==> src/hdl/lsi_map.svh <==
// Constants for the status indicator block: channel count, timing, reset values.
// Assumes a 200 MHz system clock; all counts derive from the tick period.
`ifndef LSI_MAP_SVH
`define LSI_MAP_SVH

`define LSI_NUM_CH        1
`define LSI_CLK_PERIOD_NS 5
`define LSI_TICK_NS       1000000
`define LSI_CNT_W         10
`define LSI_FLASH_TICKS   10'h014
`define LSI_SLOW_TICKS    10'h1f4
`define LSI_FAST_TICKS    10'h07d
`define LSI_LED_RST       2'h0

`endif

==> src/hdl/lsi_pkg.sv <==
// Types shared by the status indicator block.
// Assumes lsi_map.svh is compiled alongside for the constants.
package lsi_pkg;

  typedef struct packed {
    logic yellow;
    logic green;
  } lsi_pwr_led_type;

  typedef struct packed {
    logic red;
    logic yellow;
  } lsi_trf_led_type;

  typedef struct packed {
    logic frame_ok;
    logic err_frame;
    logic err_passive;
    logic overrun;
    logic bus_off;
  } lsi_can_stat_type;

  typedef enum logic [3:0] {
    LSI_PAT_OFF,
    LSI_PAT_ON1,
    LSI_PAT_ON2,
    LSI_PAT_SLOW1,
    LSI_PAT_FAST1,
    LSI_PAT_SLOW2,
    LSI_PAT_FAST2,
    LSI_PAT_SWAVER,
    LSI_PAT_FWAVER
  } lsi_pat_type;

  typedef enum logic {
    LSI_SCR_IDLE,
    LSI_SCR_RUN
  } lsi_scr_state_type;

endpackage : lsi_pkg

==> src/hdl/lsi_led_status.sv <==
// Status indicator controller: power and per-channel traffic indicators.
// Assumes all status inputs come from logic on i_clk; no synchronisers needed.
// How it works
// - Power indicator green/yellow; traffic indicator yellow/red per channel.
// - Separate traffic indicator per channel; device error lights every red.
// - Flash: short lit pulse per event; back-to-back events merge.
// - Slow blink: lit and dark phases equal, repeating.
// - Fast blink: equal phases, faster than slow blink.
// - Slow waver: slow blink with second colour instead of dark.
// - Fast waver: colour alternation at fast rate.
// - Running: one colour at a time, power then each channel.
// - Configured and healthy: power steady green.
// - Not configured: power slow-blinks yellow, traffic dark.
// - Configuration error: power waver green/yellow, traffic waver yellow/red.
// - Low supply: power waver green/yellow, traffic slow-blinks yellow.
// - Idle channel: traffic indicator dark.
// - Good frame flashes yellow; error frame flashes red.
// - Firmware update: all traffic indicators fast-blink yellow.
// - Error passive: channel traffic fast-blinks red.
// - Overrun holds red steady until bus-off entry.
// - No script indication by default; running script may override any indicator.
// - Start event on host launch or script launch.
// - Stop event for a running script on host or script halt.
`timescale 1ns/1ps
`include "lsi_map.svh"
module lsi_led_status
  import lsi_pkg::*;
#(
  parameter int unsigned TICK_CYC = `LSI_TICK_NS / `LSI_CLK_PERIOD_NS
) (
  // Clock and reset
  input  wire logic                                i_clk,
  input  wire logic                                i_reset_n,
  // Device status
  input  wire logic                                i_usb_configured,
  input  wire logic                                i_fw_cfg_error,
  input  wire logic                                i_power_low,
  input  wire logic                                i_fw_update,
  input  wire logic                                i_device_error,
  input  wire logic                                i_run_pattern,
  // Controller status per channel
  input  wire lsi_can_stat_type [`LSI_NUM_CH-1:0] i_can_stat,
  // Script launch and halt requests
  input  wire logic                                i_host_script_launch_call,
  input  wire logic                                i_script_launch_req,
  input  wire logic                                i_host_script_halt_call,
  input  wire logic                                i_script_halt_req,
  // Script indicator override
  input  wire logic                                i_script_pwr_en,
  input  wire lsi_pat_type                         i_script_pwr_pat,
  input  wire logic [`LSI_NUM_CH-1:0]              i_script_trf_en,
  input  wire lsi_pat_type [`LSI_NUM_CH-1:0]      i_script_trf_pat,
  // Indicators
  output lsi_pwr_led_type                          o_pwr_led,
  output lsi_trf_led_type [`LSI_NUM_CH-1:0]       o_trf_led,
  // Script state and events
  output logic                                     o_script_running,
  output logic                                     o_script_start_evt,
  output logic                                     o_script_stop_evt
);

  localparam int RUN_N  = 2 + 2 * `LSI_NUM_CH;
  localparam int STEP_W = $clog2(RUN_N);
  localparam logic [STEP_W-1:0] STEP_LAST = STEP_W'(RUN_N - 1);

  logic              tick;
  logic              slow;
  logic              fast;
  logic              slow_edge;
  logic [STEP_W-1:0] step_q;
  logic [RUN_N-1:0]  run_bits;
  logic              run_act;
  logic              pwr_err;
  logic              script_pwr;
  logic              start_req;
  logic              stop_req;
  lsi_pat_type       pwr_pat;
  lsi_scr_state_type scr_q;

  lsi_timebase #(
    .TICK_CYC (TICK_CYC)
  ) u_timebase (
    .i_clk        (i_clk),
    .i_reset_n    (i_reset_n),
    .o_tick       (tick),
    .o_slow_phase (slow),
    .o_fast_phase (fast),
    .o_slow_edge  (slow_edge)
  );

  // Bit 0 is the first colour, bit 1 the second
  function automatic logic [1:0] pat_eval(input lsi_pat_type pat, input logic s, input logic f);
    logic [1:0] r;
    r = 2'h0;
    case (pat)
      LSI_PAT_ON1:    r = 2'h1;
      LSI_PAT_ON2:    r = 2'h2;
      LSI_PAT_SLOW1:  r = {1'b0, s};
      LSI_PAT_SLOW2:  r = {s, 1'b0};
      LSI_PAT_FAST1:  r = {1'b0, f};
      LSI_PAT_FAST2:  r = {f, 1'b0};
      LSI_PAT_SWAVER: r = {~s, s};
      LSI_PAT_FWAVER: r = {~f, f};
      default:        r = 2'h0;
    endcase
    return r;
  endfunction : pat_eval

  assign pwr_err    = i_fw_cfg_error | i_power_low;
  assign run_act    = i_run_pattern & ~pwr_err;
  assign script_pwr = o_script_running & i_script_pwr_en;
  assign start_req  = i_host_script_launch_call | i_script_launch_req;
  assign stop_req   = i_host_script_halt_call | i_script_halt_req;

  always_ff @(posedge i_clk) begin
    if (!i_reset_n || !run_act) begin
      step_q <= '0;
    end else if (slow_edge) begin
      step_q <= (step_q == STEP_LAST) ? '0 : step_q + 1'b1;
    end
  end

  assign run_bits = {{(RUN_N-1){1'b0}}, 1'b1} << step_q;

  // Power indicator selection
  always_comb begin
    pwr_pat = LSI_PAT_ON1;
    if (script_pwr) begin
      pwr_pat = i_script_pwr_pat;
    end else if (pwr_err) begin
      pwr_pat = LSI_PAT_SWAVER;
    end else if (!i_usb_configured) begin
      pwr_pat = LSI_PAT_SLOW2;
    end else begin
      pwr_pat = LSI_PAT_ON1;
    end
  end

  always_ff @(posedge i_clk) begin
    if (!i_reset_n) begin
      o_pwr_led <= `LSI_LED_RST;
    end else if (run_act && !script_pwr) begin
      o_pwr_led <= run_bits[1:0];
    end else begin
      o_pwr_led <= pat_eval(pwr_pat, slow, fast);
    end
  end

  for (genvar c = 0; c < `LSI_NUM_CH; c++) begin : g_ch
    logic [`LSI_CNT_W-1:0] flash_y_q;
    logic [`LSI_CNT_W-1:0] flash_r_q;
    logic                  ovr_q;
    logic                  bus_off_q;
    logic                  scr_c;
    logic                  base_c;
    logic [1:0]            led_q;
    lsi_pat_type           trf_pat;

    assign scr_c  = o_script_running & i_script_trf_en[c];
    assign base_c = ~scr_c & ~run_act & i_usb_configured & ~i_fw_update & ~i_device_error
                    & ~ovr_q & ~i_can_stat[c].err_passive;

    always_ff @(posedge i_clk) begin
      if (!i_reset_n) begin
        bus_off_q <= 1'b0;
      end else begin
        bus_off_q <= i_can_stat[c].bus_off;
      end
    end

    always_ff @(posedge i_clk) begin
      if (!i_reset_n) begin
        ovr_q <= 1'b0;
      end else if (i_can_stat[c].overrun) begin
        ovr_q <= 1'b1;
      end else if (i_can_stat[c].bus_off && !bus_off_q) begin
        ovr_q <= 1'b0;
      end
    end

    always_ff @(posedge i_clk) begin
      if (!i_reset_n) begin
        flash_y_q <= '0;
        flash_r_q <= '0;
      end else begin
        if (i_can_stat[c].frame_ok) begin
          flash_y_q <= `LSI_FLASH_TICKS;
        end else if (tick && flash_y_q != '0) begin
          flash_y_q <= flash_y_q - 1'b1;
        end
        if (i_can_stat[c].err_frame) begin
          flash_r_q <= `LSI_FLASH_TICKS;
        end else if (tick && flash_r_q != '0) begin
          flash_r_q <= flash_r_q - 1'b1;
        end
      end
    end

    always_comb begin
      trf_pat = LSI_PAT_OFF;
      if (scr_c) begin
        trf_pat = i_script_trf_pat[c];
      end else if (i_fw_cfg_error) begin
        trf_pat = LSI_PAT_SWAVER;
      end else if (i_power_low) begin
        trf_pat = LSI_PAT_SLOW1;
      end else if (!i_usb_configured) begin
        trf_pat = LSI_PAT_OFF;
      end else if (i_fw_update) begin
        trf_pat = LSI_PAT_FAST1;
      end else if (i_device_error || ovr_q) begin
        trf_pat = LSI_PAT_ON2;
      end else if (i_can_stat[c].err_passive) begin
        trf_pat = LSI_PAT_FAST2;
      end else if (flash_r_q != '0) begin
        trf_pat = LSI_PAT_ON2;
      end else if (flash_y_q != '0) begin
        trf_pat = LSI_PAT_ON1;
      end else begin
        trf_pat = LSI_PAT_OFF;
      end
    end

    always_ff @(posedge i_clk) begin
      if (!i_reset_n) begin
        led_q <= `LSI_LED_RST;
      end else if (run_act && !scr_c) begin
        led_q <= run_bits[2*c+3 -: 2];
      end else begin
        led_q <= pat_eval(trf_pat, slow, fast);
      end
    end

    assign o_trf_led[c] = led_q;

  end

  // Script run state
  always_ff @(posedge i_clk) begin
    if (!i_reset_n) begin
      scr_q <= LSI_SCR_IDLE;
    end else begin
      case (scr_q)
        LSI_SCR_IDLE: if (start_req) scr_q <= LSI_SCR_RUN;
        LSI_SCR_RUN:  if (stop_req && !start_req) scr_q <= LSI_SCR_IDLE;
        default:      scr_q <= LSI_SCR_IDLE;
      endcase
    end
  end

  assign o_script_running = (scr_q == LSI_SCR_RUN);

  always_ff @(posedge i_clk) begin
    if (!i_reset_n) begin
      o_script_start_evt <= 1'b0;
      o_script_stop_evt  <= 1'b0;
    end else begin
      o_script_start_evt <= start_req;
      o_script_stop_evt  <= stop_req & o_script_running;
    end
  end
endmodule : lsi_led_status

==> src/hdl/lsi_timebase.sv <==
// Prescaled time base: tick pulse, slow and fast blink phases, slow step pulse.
// Assumes one synchronous system clock and active-low synchronous reset.
`timescale 1ns/1ps
`include "lsi_map.svh"
module lsi_timebase
  import lsi_pkg::*;
#(
  parameter int unsigned TICK_CYC = 200000
) (
  // Clock and reset
  input  wire logic i_clk,
  input  wire logic i_reset_n,
  // Timing outputs
  output logic      o_tick,
  output logic      o_slow_phase,
  output logic      o_fast_phase,
  output logic      o_slow_edge
);

  localparam int TW = $clog2(TICK_CYC);
  localparam logic [TW-1:0] TICK_LAST = TW'(TICK_CYC - 1);

  logic [TW-1:0]        tick_cnt_q;
  logic [`LSI_CNT_W-1:0] slow_cnt_q;
  logic [`LSI_CNT_W-1:0] fast_cnt_q;

  always_ff @(posedge i_clk) begin
    if (!i_reset_n) begin
      tick_cnt_q <= '0;
      o_tick     <= 1'b0;
    end else if (tick_cnt_q == TICK_LAST) begin
      tick_cnt_q <= '0;
      o_tick     <= 1'b1;
    end else begin
      tick_cnt_q <= tick_cnt_q + 1'b1;
      o_tick     <= 1'b0;
    end
  end

  always_ff @(posedge i_clk) begin
    if (!i_reset_n) begin
      slow_cnt_q   <= '0;
      o_slow_phase <= 1'b0;
      o_slow_edge  <= 1'b0;
    end else if (o_tick && slow_cnt_q == `LSI_SLOW_TICKS - 10'h001) begin
      slow_cnt_q   <= '0;
      o_slow_phase <= ~o_slow_phase;
      o_slow_edge  <= 1'b1;
    end else begin
      slow_cnt_q   <= o_tick ? slow_cnt_q + 1'b1 : slow_cnt_q;
      o_slow_edge  <= 1'b0;
    end
  end

  always_ff @(posedge i_clk) begin
    if (!i_reset_n) begin
      fast_cnt_q   <= '0;
      o_fast_phase <= 1'b0;
    end else if (o_tick && fast_cnt_q == `LSI_FAST_TICKS - 10'h001) begin
      fast_cnt_q   <= '0;
      o_fast_phase <= ~o_fast_phase;
    end else if (o_tick) begin
      fast_cnt_q   <= fast_cnt_q + 1'b1;
    end
  end
endmodule : lsi_timebase

==> config.mk <==
export PLATFORM = sky130hd
export DESIGN_NAME = lsi_led_status
export DESIGN_NICKNAME = d
export VERILOG_FILES = /design/src/hdl/lsi_pkg.sv /design/src/hdl/lsi_led_status.sv /design/src/hdl/lsi_timebase.sv
export VERILOG_INCLUDE_DIRS = /design/src /design/src/hdl
export SDC_FILE = /design/constraint.sdc
export NUM_CORES = 1
export LEC_CHECK = 0
export ABC_AREA = 1
export BUFFER_PORTS_ARGS = -buffer_cell sky130_fd_sc_hd__buf_4
export CAP_MARGIN = 0
export CELL_PAD_IN_SITES_DETAIL_PLACEMENT = 0
export CELL_PAD_IN_SITES_GLOBAL_PLACEMENT = 1
export CORE_ASPECT_RATIO = 0.9
export CORE_MARGIN = 2
export CORE_UTILIZATION = 28
export DETAILED_ROUTE_END_ITERATION = 16
export HOLD_SLACK_MARGIN = 0.15
export PLACE_DENSITY_LB_ADDON = 0.3
export SLEW_MARGIN = 20
export SYNTH_ARGS = -nofsm -noshare
export SYNTH_HDL_FRONTEND = slang
export SYNTH_SLANG_ARGS = --single-unit
==> constraint.sdc <==
create_clock -name i_clk -period 2.1 [get_ports i_clk]
set_input_delay 0.21 -clock i_clk [delete_from_list [all_inputs] [get_ports i_clk]]
set_output_delay 0.21 -clock i_clk [all_outputs]
set_load 0.005 [all_outputs]
==> results of run 1 <==
-- worst register-to-register path: cells and delay by family, from the launching register on --
| family | cells | cell delay, ns |
|---|---|---|
| flip-flops | 1 | 0.36 |
| AO/OA/AOI/OAI | 2 | 0.20 |
| buffers and inverters | 2 | 0.13 |
| AND/OR/NAND/NOR | 6 | 0.77 |
| adder cells (fa/ha/maj) | 1 | 0.18 |
-- flip-flops by register name, indices dropped and copies added, names as in the netlist --
signal                   count
o_script_running             1
u_timebase.fast_cnt_q       10
g_ch.ovr_q                   1
u_timebase.o_slow_phase      1
u_timebase.slow_cnt_q       10
o_trf_led                    2
o_script_stop_evt            1
u_timebase.o_tick            1
step_q                       2
g_ch.flash_y_q              10
g_ch.flash_r_q              10
u_timebase.tick_cnt_q       18
u_timebase.o_fast_phase      1
o_pwr_led                    2
g_ch.bus_off_q               1
o_script_start_evt           1
u_timebase.o_slow_edge       1
-- area by class of cell --
type / instances / area, sq um / area share (%)
repair buffers: 43 / 342.8 / 7.532
well taps: 164 / 205.2 / 4.508
flip-flops and latches: 73 / 1461 / 32.11
inverters: 85 / 319.1 / 7.009
clock buffers: 10 / 229.0 / 5.030
clock inverters: 6 / 115.1 / 2.529
multi-input cells: 353 / 1879 / 41.29
-- logic make-up after synthesis --
family / count (synthesis) / synth area share [%]
AND/OR/NAND/NOR: 261 / 34.00
buffers and inverters: 90 / 9.307
flip-flops: 73 / 39.67
AO/OA/AOI/OAI: 71 / 10.80
adder cells (fa/ha/maj): 12 / 4.076
XOR/XNOR: 9 / 2.140
-- per-layer routing --
metal / wire (um) / vias up
met5: 0 / -
met4: 74 / 0
met3: 306 / 4
met2: 3585 / 50
met1: 3875 / 1440
li1: - / 1752
-- where the power goes --
part / internal, uW / switching, uW
Clock: 1170 / 594
Combinational: 105 / 125
Sequential: 1410 / 20.0
-- placed cells by master, fill, tap and decap left out, drive strengths merged, types with 2 or more instances in the layout --
cell	netlist	routed
a21oi	41	41
a31oi	4	4
and3	3	3
buf	2	35
bufinv	0	3
clkbuf	3	10
clkinv	1	2
dfxtp	73	73
dlygate4sd3	0	8
ha	12	12
inv	84	85
nand2	95	95
nand3	23	23
nand3b	2	2
nand4	9	9
nor2	85	85
nor3	26	26
nor3b	8	8
nor4	5	5
o21a	5	5
o21ai	17	17
or2	5	5
xnor2	3	3
xor2	6	6
-- metrics by stage --
| stage | total power (uW) | hold WS [ns] |
|---|---|---|
| floorplan | 1584 | 0.3076 |
| global placement | 1677 | 0.4209 |
| detailed placement | 1680 | 0.4296 |
| CTS | 3476 | 0.1678 |
| global route | 3576 | 0.1721 |
| finish | 3422 | 0.1624 |
-- synth_stat cells --
cell / n / share of area [%]
nor2_2: 1 / 0.17
o21ai_1: 3 / 0.41
ha_1: 12 / 4.1
clkbuf_1: 3 / 0.31
inv_1: 79 / 8.1
clkinv_1: 1 / 0.10
nor2_4: 6 / 1.8
nor3b_1: 7 / 1.4
buf_2: 1 / 0.14
nand3_2: 4 / 1.1
o21ai_2: 2 / 0.48
or2_2: 3 / 0.51
o21ai_0: 12 / 1.6
o2111ai_1: 1 / 0.24
nor4_1: 4 / 0.68
nand2_4: 1 / 0.31
xor2_1: 6 / 1.4
and3_1: 3 / 0.51
nand4_1: 9 / 1.5
nand2_2: 5 / 0.85
dfxtp_1: 73 / 40
or2_1: 1 / 0.17
or2_0: 1 / 0.17
inv_2: 5 / 0.51
nand3_1: 19 / 2.6
nor4_2: 1 / 0.34
xnor2_1: 3 / 0.71
o21a_1: 5 / 1.0
nor3_1: 22 / 3.0
buf_4: 1 / 0.20
nand2_1: 89 / 9.1
nor2_1: 78 / 7.9
a31o_2: 1 / 0.24
a211oi_1: 1 / 0.20
o22ai_2: 1 / 0.34
nand3b_1: 2 / 0.41
nor3_2: 4 / 1.1
a21oi_1: 41 / 5.6
a31oi_1: 4 / 0.68
nor3b_2: 1 / 0.34
-- timing repair --
action / in CTS / in global routing
endpoints found under the setup margin: 0 / 0
gates resized for setup: 0 / 0
hold buffers: 8 / 0
endpoints found under the hold margin: 7 / 0
-- worst min path at each step --
stage | from | endpoint | slack (ns) | depth (start not counted)
final | i_reset_n | g_ch[0].bus_off_q$_SDFF_PN0_ | 0.16 | 3
after global routing | i_reset_n | g_ch[0].bus_off_q$_SDFF_PN0_ | 0.17 | 3
after CTS | i_reset_n | g_ch[0].bus_off_q$_SDFF_PN0_ | 0.17 | 3
after detailed placement | i_can_stat[0] | g_ch[0].bus_off_q$_SDFF_PN0_ | 0.43 | 3
after global placement | i_can_stat[0] | g_ch[0].bus_off_q$_SDFF_PN0_ | 0.42 | 3
after floorplan | i_can_stat[0] | g_ch[0].bus_off_q$_SDFF_PN0_ | 0.31 | 2
==> flow_metrics.env, run 1 <==
export IMPL_status="complete, no violations"
export IMPL_drive_above_1_share_pct=14.91
export IMPL_grt_util_met2_pct=19.74
export IMPL_clock_fmax_mhz=570.1
export IMPL_vias=3246
export IMPL_io_buffers=33
export IMPL_met1_usage_pct=14.43
export IMPL_die_area_sq_um=14090
export IMPL_crit_slowest_cell="dfxtp_1"
export IMPL_tightest_slew_ns=0.4510
export IMPL_pin_count=34
export IMPL_ys_seq_area_share_pct=39.67
export IMPL_antenna_cells=0
export IMPL_hpwl_um=5901
export IMPL_final_hold_viol_count=0
export IMPL_r2r_end="u_timebase.tick_cnt_q[11]$_SDFF_PP0_"
export IMPL_use_met3_pct=3.310
export IMPL_r2r_start="u_timebase.tick_cnt_q[0]$_SDFF_PP0_"
export IMPL_start_util_pct=28.81
export IMPL_cp_depth=11
export IMPL_synth_ff_latch_count=73
export IMPL_cp_end_kind="flip-flop"
export IMPL_coreArea_sq_um=12780
export IMPL_layout_cells_non_filler=734
export IMPL_die_y_um=112.8
export IMPL_hp_class="in2reg"
export IMPL_grt_util_all_layers_pct=11.72
export IMPL_yosysWarnings=0
export IMPL_cp_slowest_stage_delay_ns=0.36
export IMPL_drtIter0Drc=118
export IMPL_place_congestion=0.7654
export IMPL_critPathLaunch="u_timebase.tick_cnt_q[0]$_SDFF_PP0_"
export IMPL_grt_max_degree=19
export IMPL_start_kind="flip-flop"
export IMPL_crit_required_ns=2.32
export IMPL_cp_cell_sequence="ha_1 > nand2_1 > inv_2 > nand2_2 > nor2_4 > nand2_2 > inv_1 > nand4_1 > nand2_2 > a31oi_1 > o21a_1"
export IMPL_synthCells=516
export IMPL_setup_viol=0
export IMPL_synth_cell_types=40
export IMPL_layout_worst_path_cycle_share_pct=83.53
export IMPL_drt_total_wl_um=7841
export IMPL_clock_sinks=73
export IMPL_grt_pass1_vias=3169
export IMPL_cts_setup_buffers=0
export IMPL_crit_type="reg2reg"
export IMPL_cts_reportedPaths_clkPinSlew_ns=0.06
export IMPL_drc_errors=0
export IMPL_clock_path_buffers=2
export IMPL_htreeDepth=3
export IMPL_crit_path_max_fanout=18
export IMPL_nNetsFinal=604
export IMPL_clk_latency_ns=0.33
export IMPL_setup_ws_ns=0.3459
export IMPL_cp_arrival_ns=1.97
export IMPL_max_cap_violations=0
export IMPL_grt_first_pass_wirelength_um=13870
export IMPL_slew_violations=0
export IMPL_grt_overflow_total=0
export IMPL_synth_area_sq_um=3684
export IMPL_numCtsBuffers=9
export IMPL_path_delay_family="simple AND/OR/NAND/NOR gates"
export IMPL_syn_nets=555
export IMPL_wire_per_inst_um=10.68
export IMPL_crit_path_frequent_cell="nand2_2"
export IMPL_design_area_sq_um=4552
export IMPL_viasPerCell=4.422
export IMPL_syn_to_final_growth_pct=23.57
export IMPL_period_needed_ns=1.754
export IMPL_grt_antenna_before_repair=0
export IMPL_relSlewSlack_pct=69.70
export IMPL_cts_tree="built"
export IMPL_tns_ns=0
export IMPL_peakVddDrop_mv=0.3790
export IMPL_row_count=39
export IMPL_dpl_cell_area_sq_um=4128
export IMPL_ant_nets=0
export IMPL_worstSetupEndpoint="u_timebase.tick_cnt_q[11]$_SDFF_PP0_"
export IMPL_regToRegSetupSlack_ns=0.35
export IMPL_r2r_worst_path_cells=11
export IMPL_die_w_um=124.9
export IMPL_rsz0062_at_grt="no"
export IMPL_busiest_layer="met2"
export IMPL_pre_cts_slack_ns=0.3281
export IMPL_fin_util_pct=35.60
export IMPL_p_leak_uw=0.001836
export IMPL_synth_area_per_cell_sq_um=7.139
export IMPL_power_density_nw_per_um2=751.7
export IMPL_skew_ns=0.006940
export IMPL_root_buffer="clkbuf_16"
export IMPL_path_buf_inv=2
export IMPL_fillers=1367
export IMPL_dpl_cell_count=710
export IMPL_dr_pass1_iters=5
(Power assumes the default switching activity.)
==> inputs of run 2 (changes only) <==
Clock period 2.1 ns to 1.75 ns, I/O delays scaled along.
==> flow_metrics.env, run 2 (synthesized netlist as in run 1, its figures left out) <==
export IMPL_status="complete, no violations"
export IMPL_drtIter0Drc=146
export IMPL_slew_violations=0
export IMPL_largest_register_ffs=18
export IMPL_cp_arrival_ns=1.89
export IMPL_critPathLaunch="g_ch[0].flash_y_q[0]$_SDFFE_PP0P_"
export IMPL_antenna_cells=0
export IMPL_power_density_nw_per_um2=790.1
export IMPL_skew_ns=0.006543
export IMPL_cp_slowest_stage_delay_ns=0.30
export IMPL_hp_class="in2reg"
export IMPL_start_util_pct=28.81
export IMPL_clock_sinks=73
export IMPL_grt_antenna_before_repair=0
export IMPL_relSlewSlack_pct=67.82
export IMPL_regToRegSetupSlack_ns=0.08
export IMPL_row_count=39
export IMPL_rsz0062_at_grt="yes"
export IMPL_layout_common_cells="85 x nand2_1, 78 x inv_1, 75 x nor2_1"
export IMPL_cp_depth=10
export IMPL_grt_first_pass_wirelength_um=14090
export IMPL_r2r_end="g_ch[0].flash_y_q[3]$_SDFFE_PP0P_"
export IMPL_syn_to_final_growth_pct=26.49
export IMPL_place_congestion=0.7592
export IMPL_drive_above_1_share_pct=19.49
export IMPL_peakVddDrop_mv=0.4129
export IMPL_cp_end_kind="flip-flop"
export IMPL_max_cap_violations=0
export IMPL_tns_ns=0
export IMPL_path_delay_family="simple AND/OR/NAND/NOR gates"
export IMPL_layout_worst_path_cycle_share_pct=95.28
export IMPL_design_area_sq_um=4659
export IMPL_clock_fmax_mhz=599.7
export IMPL_coreArea_sq_um=12780
export IMPL_setup_viol=0
export IMPL_worstSetupEndpoint="g_ch[0].flash_y_q[3]$_SDFFE_PP0P_"
export IMPL_cts_tree="built"
export IMPL_wire_per_inst_um=10.78
export IMPL_drc_errors=0
export IMPL_tightest_slew_ns=0.4790
export IMPL_vias=3296
export IMPL_fin_util_pct=36.45
export IMPL_numCtsBuffers=9
export IMPL_path_buf_inv=3
export IMPL_root_buffer="clkbuf_16"
export IMPL_grt_overflow_total=0
export IMPL_cp_cell_sequence="inv_1 > ha_2 > nand3_2 > o21ai_2 > inv_2 > nand2_2 > nor3_4 > buf_4 > or2_0 > and3_1"
export IMPL_die_area_sq_um=14090
export IMPL_pre_cts_slack_ns=0.04609
export IMPL_clock_path_buffers=2
export IMPL_crit_required_ns=1.97
export IMPL_die_y_um=112.8
export IMPL_clk_latency_ns=0.33
export IMPL_grt_pass1_vias=3191
export IMPL_crit_path_max_fanout=5
export IMPL_cts_reportedPaths_clkPinSlew_ns=0.06
export IMPL_period_needed_ns=1.667
export IMPL_htreeDepth=3
export IMPL_drt_total_wl_um=8072
export IMPL_r2r_worst_path_cells=10
export IMPL_crit_slowest_cell="dfxtp_1"
export IMPL_start_kind="flip-flop"
export IMPL_grt_util_all_layers_pct=12.03
export IMPL_r2r_start="g_ch[0].flash_y_q[0]$_SDFFE_PP0P_"
export IMPL_grt_max_degree=12
export IMPL_io_buffers=33
export IMPL_pin_count=34
export IMPL_hold_worst_slack_ns=0.2343
export IMPL_regMostFlops="u_timebase.tick_cnt_q"
export IMPL_crit_type="reg2reg"
export IMPL_viasPerCell=4.401
export IMPL_dr_pass1_iters=4
export IMPL_final_hold_viol_count=0
export IMPL_p_leak_uw=0.001889
export IMPL_nNetsFinal=620
export IMPL_setup_ws_ns=0.08255
export IMPL_hpwl_um=5982
export IMPL_ant_nets=0
export IMPL_dpl_cell_area_sq_um=4188
export IMPL_final_common_cell="nand2_1"
export IMPL_die_w_um=124.9
## run 2: cell count changes in the layout (fill, tap and decap cells not counted), moves of 4 or more
| cell | before | now |
|---|---|---|
| nand2_1 | 89 | 85 |
| nand2_2 | 5 | 9 |
| dfxtp_1 | 73 | 69 |
| buf_4 | 35 | 48 |
## run 2: timing repair
item                                    CTS  global route
gates resized for setup                   0            22
setup buffers                             0             5
endpoints found under the hold margin    10             0
endpoints found under the setup margin    0            22
hold buffers                             11             0
## run 2: worst register-to-register path: stages, from the launching register on
cell     delay (ns)
dfxtp_1        0.30
inv_1          0.11
ha_2           0.19
nand3_2        0.10
o21ai_2        0.17
inv_2          0.08
nand2_2        0.10
nor3_4         0.06
buf_4          0.14
or2_0          0.18
and3_1         0.13
## run 2: worst min path at each step
stage / cells past startpoint / slack (ns) / end / startpoint
finish: 3 / 0.23 / o_script_running$_SDFF_PN0_ / i_script_halt_req
global route: 3 / 0.24 / o_script_running$_SDFF_PN0_ / i_script_halt_req
CTS: 3 / 0.22 / o_script_running$_SDFF_PN0_ / i_script_halt_req
detailed placement: 3 / 0.40 / g_ch[0].bus_off_q$_SDFF_PN0_ / i_can_stat[0]
global placement: 3 / 0.40 / o_script_stop_evt$_SDFF_PN0_ / i_host_script_halt_call
floorplan: 2 / 0.27 / g_ch[0].bus_off_q$_SDFF_PN0_ / i_can_stat[0]
## run 2: power by group
group	internal [uW]	leakage, uW	switching (uW)	total (uW)
logic	142	0.00117	157	299
clock network	986	0.000128	677	1660
registers	1690	0.000594	26.0	1720
## run 2: layer usage
| metal | GRT usage [%] | vias to the layer above | wire (um) |
|---|---|---|---|
| met3 | 3.452 | 13 | 303 |
| met1 | 14.65 | 1462 | 4073 |
| li1 | - | 1784 | - |
| met2 | 20.44 | 37 | 3571 |
| met5 | 0 | - | 0 |
| met4 | 4.296 | 0 | 124 |
## run 2: layout make-up
type                    instances  area [sq um]
fillers                      1379          8125
multi-input cells             353          1932
flip-flops and latches         73          1469
repair buffers                 59         470.5
inverters                      85         319.1
clock buffers                  12         246.5
well taps                     164         205.2
clock inverters                 3         17.52
## run 2: metrics by stage
| stage | power (uW) | std cells |
|---|---|---|
| final | 3682 | 749 |
| after global routing | 3842 | 749 |
| after CTS | 3732 | 744 |
| after detailed placement | 2023 | 718 |
| after global placement | 2021 | 718 |
| after floorplan | 1901 | 516 |
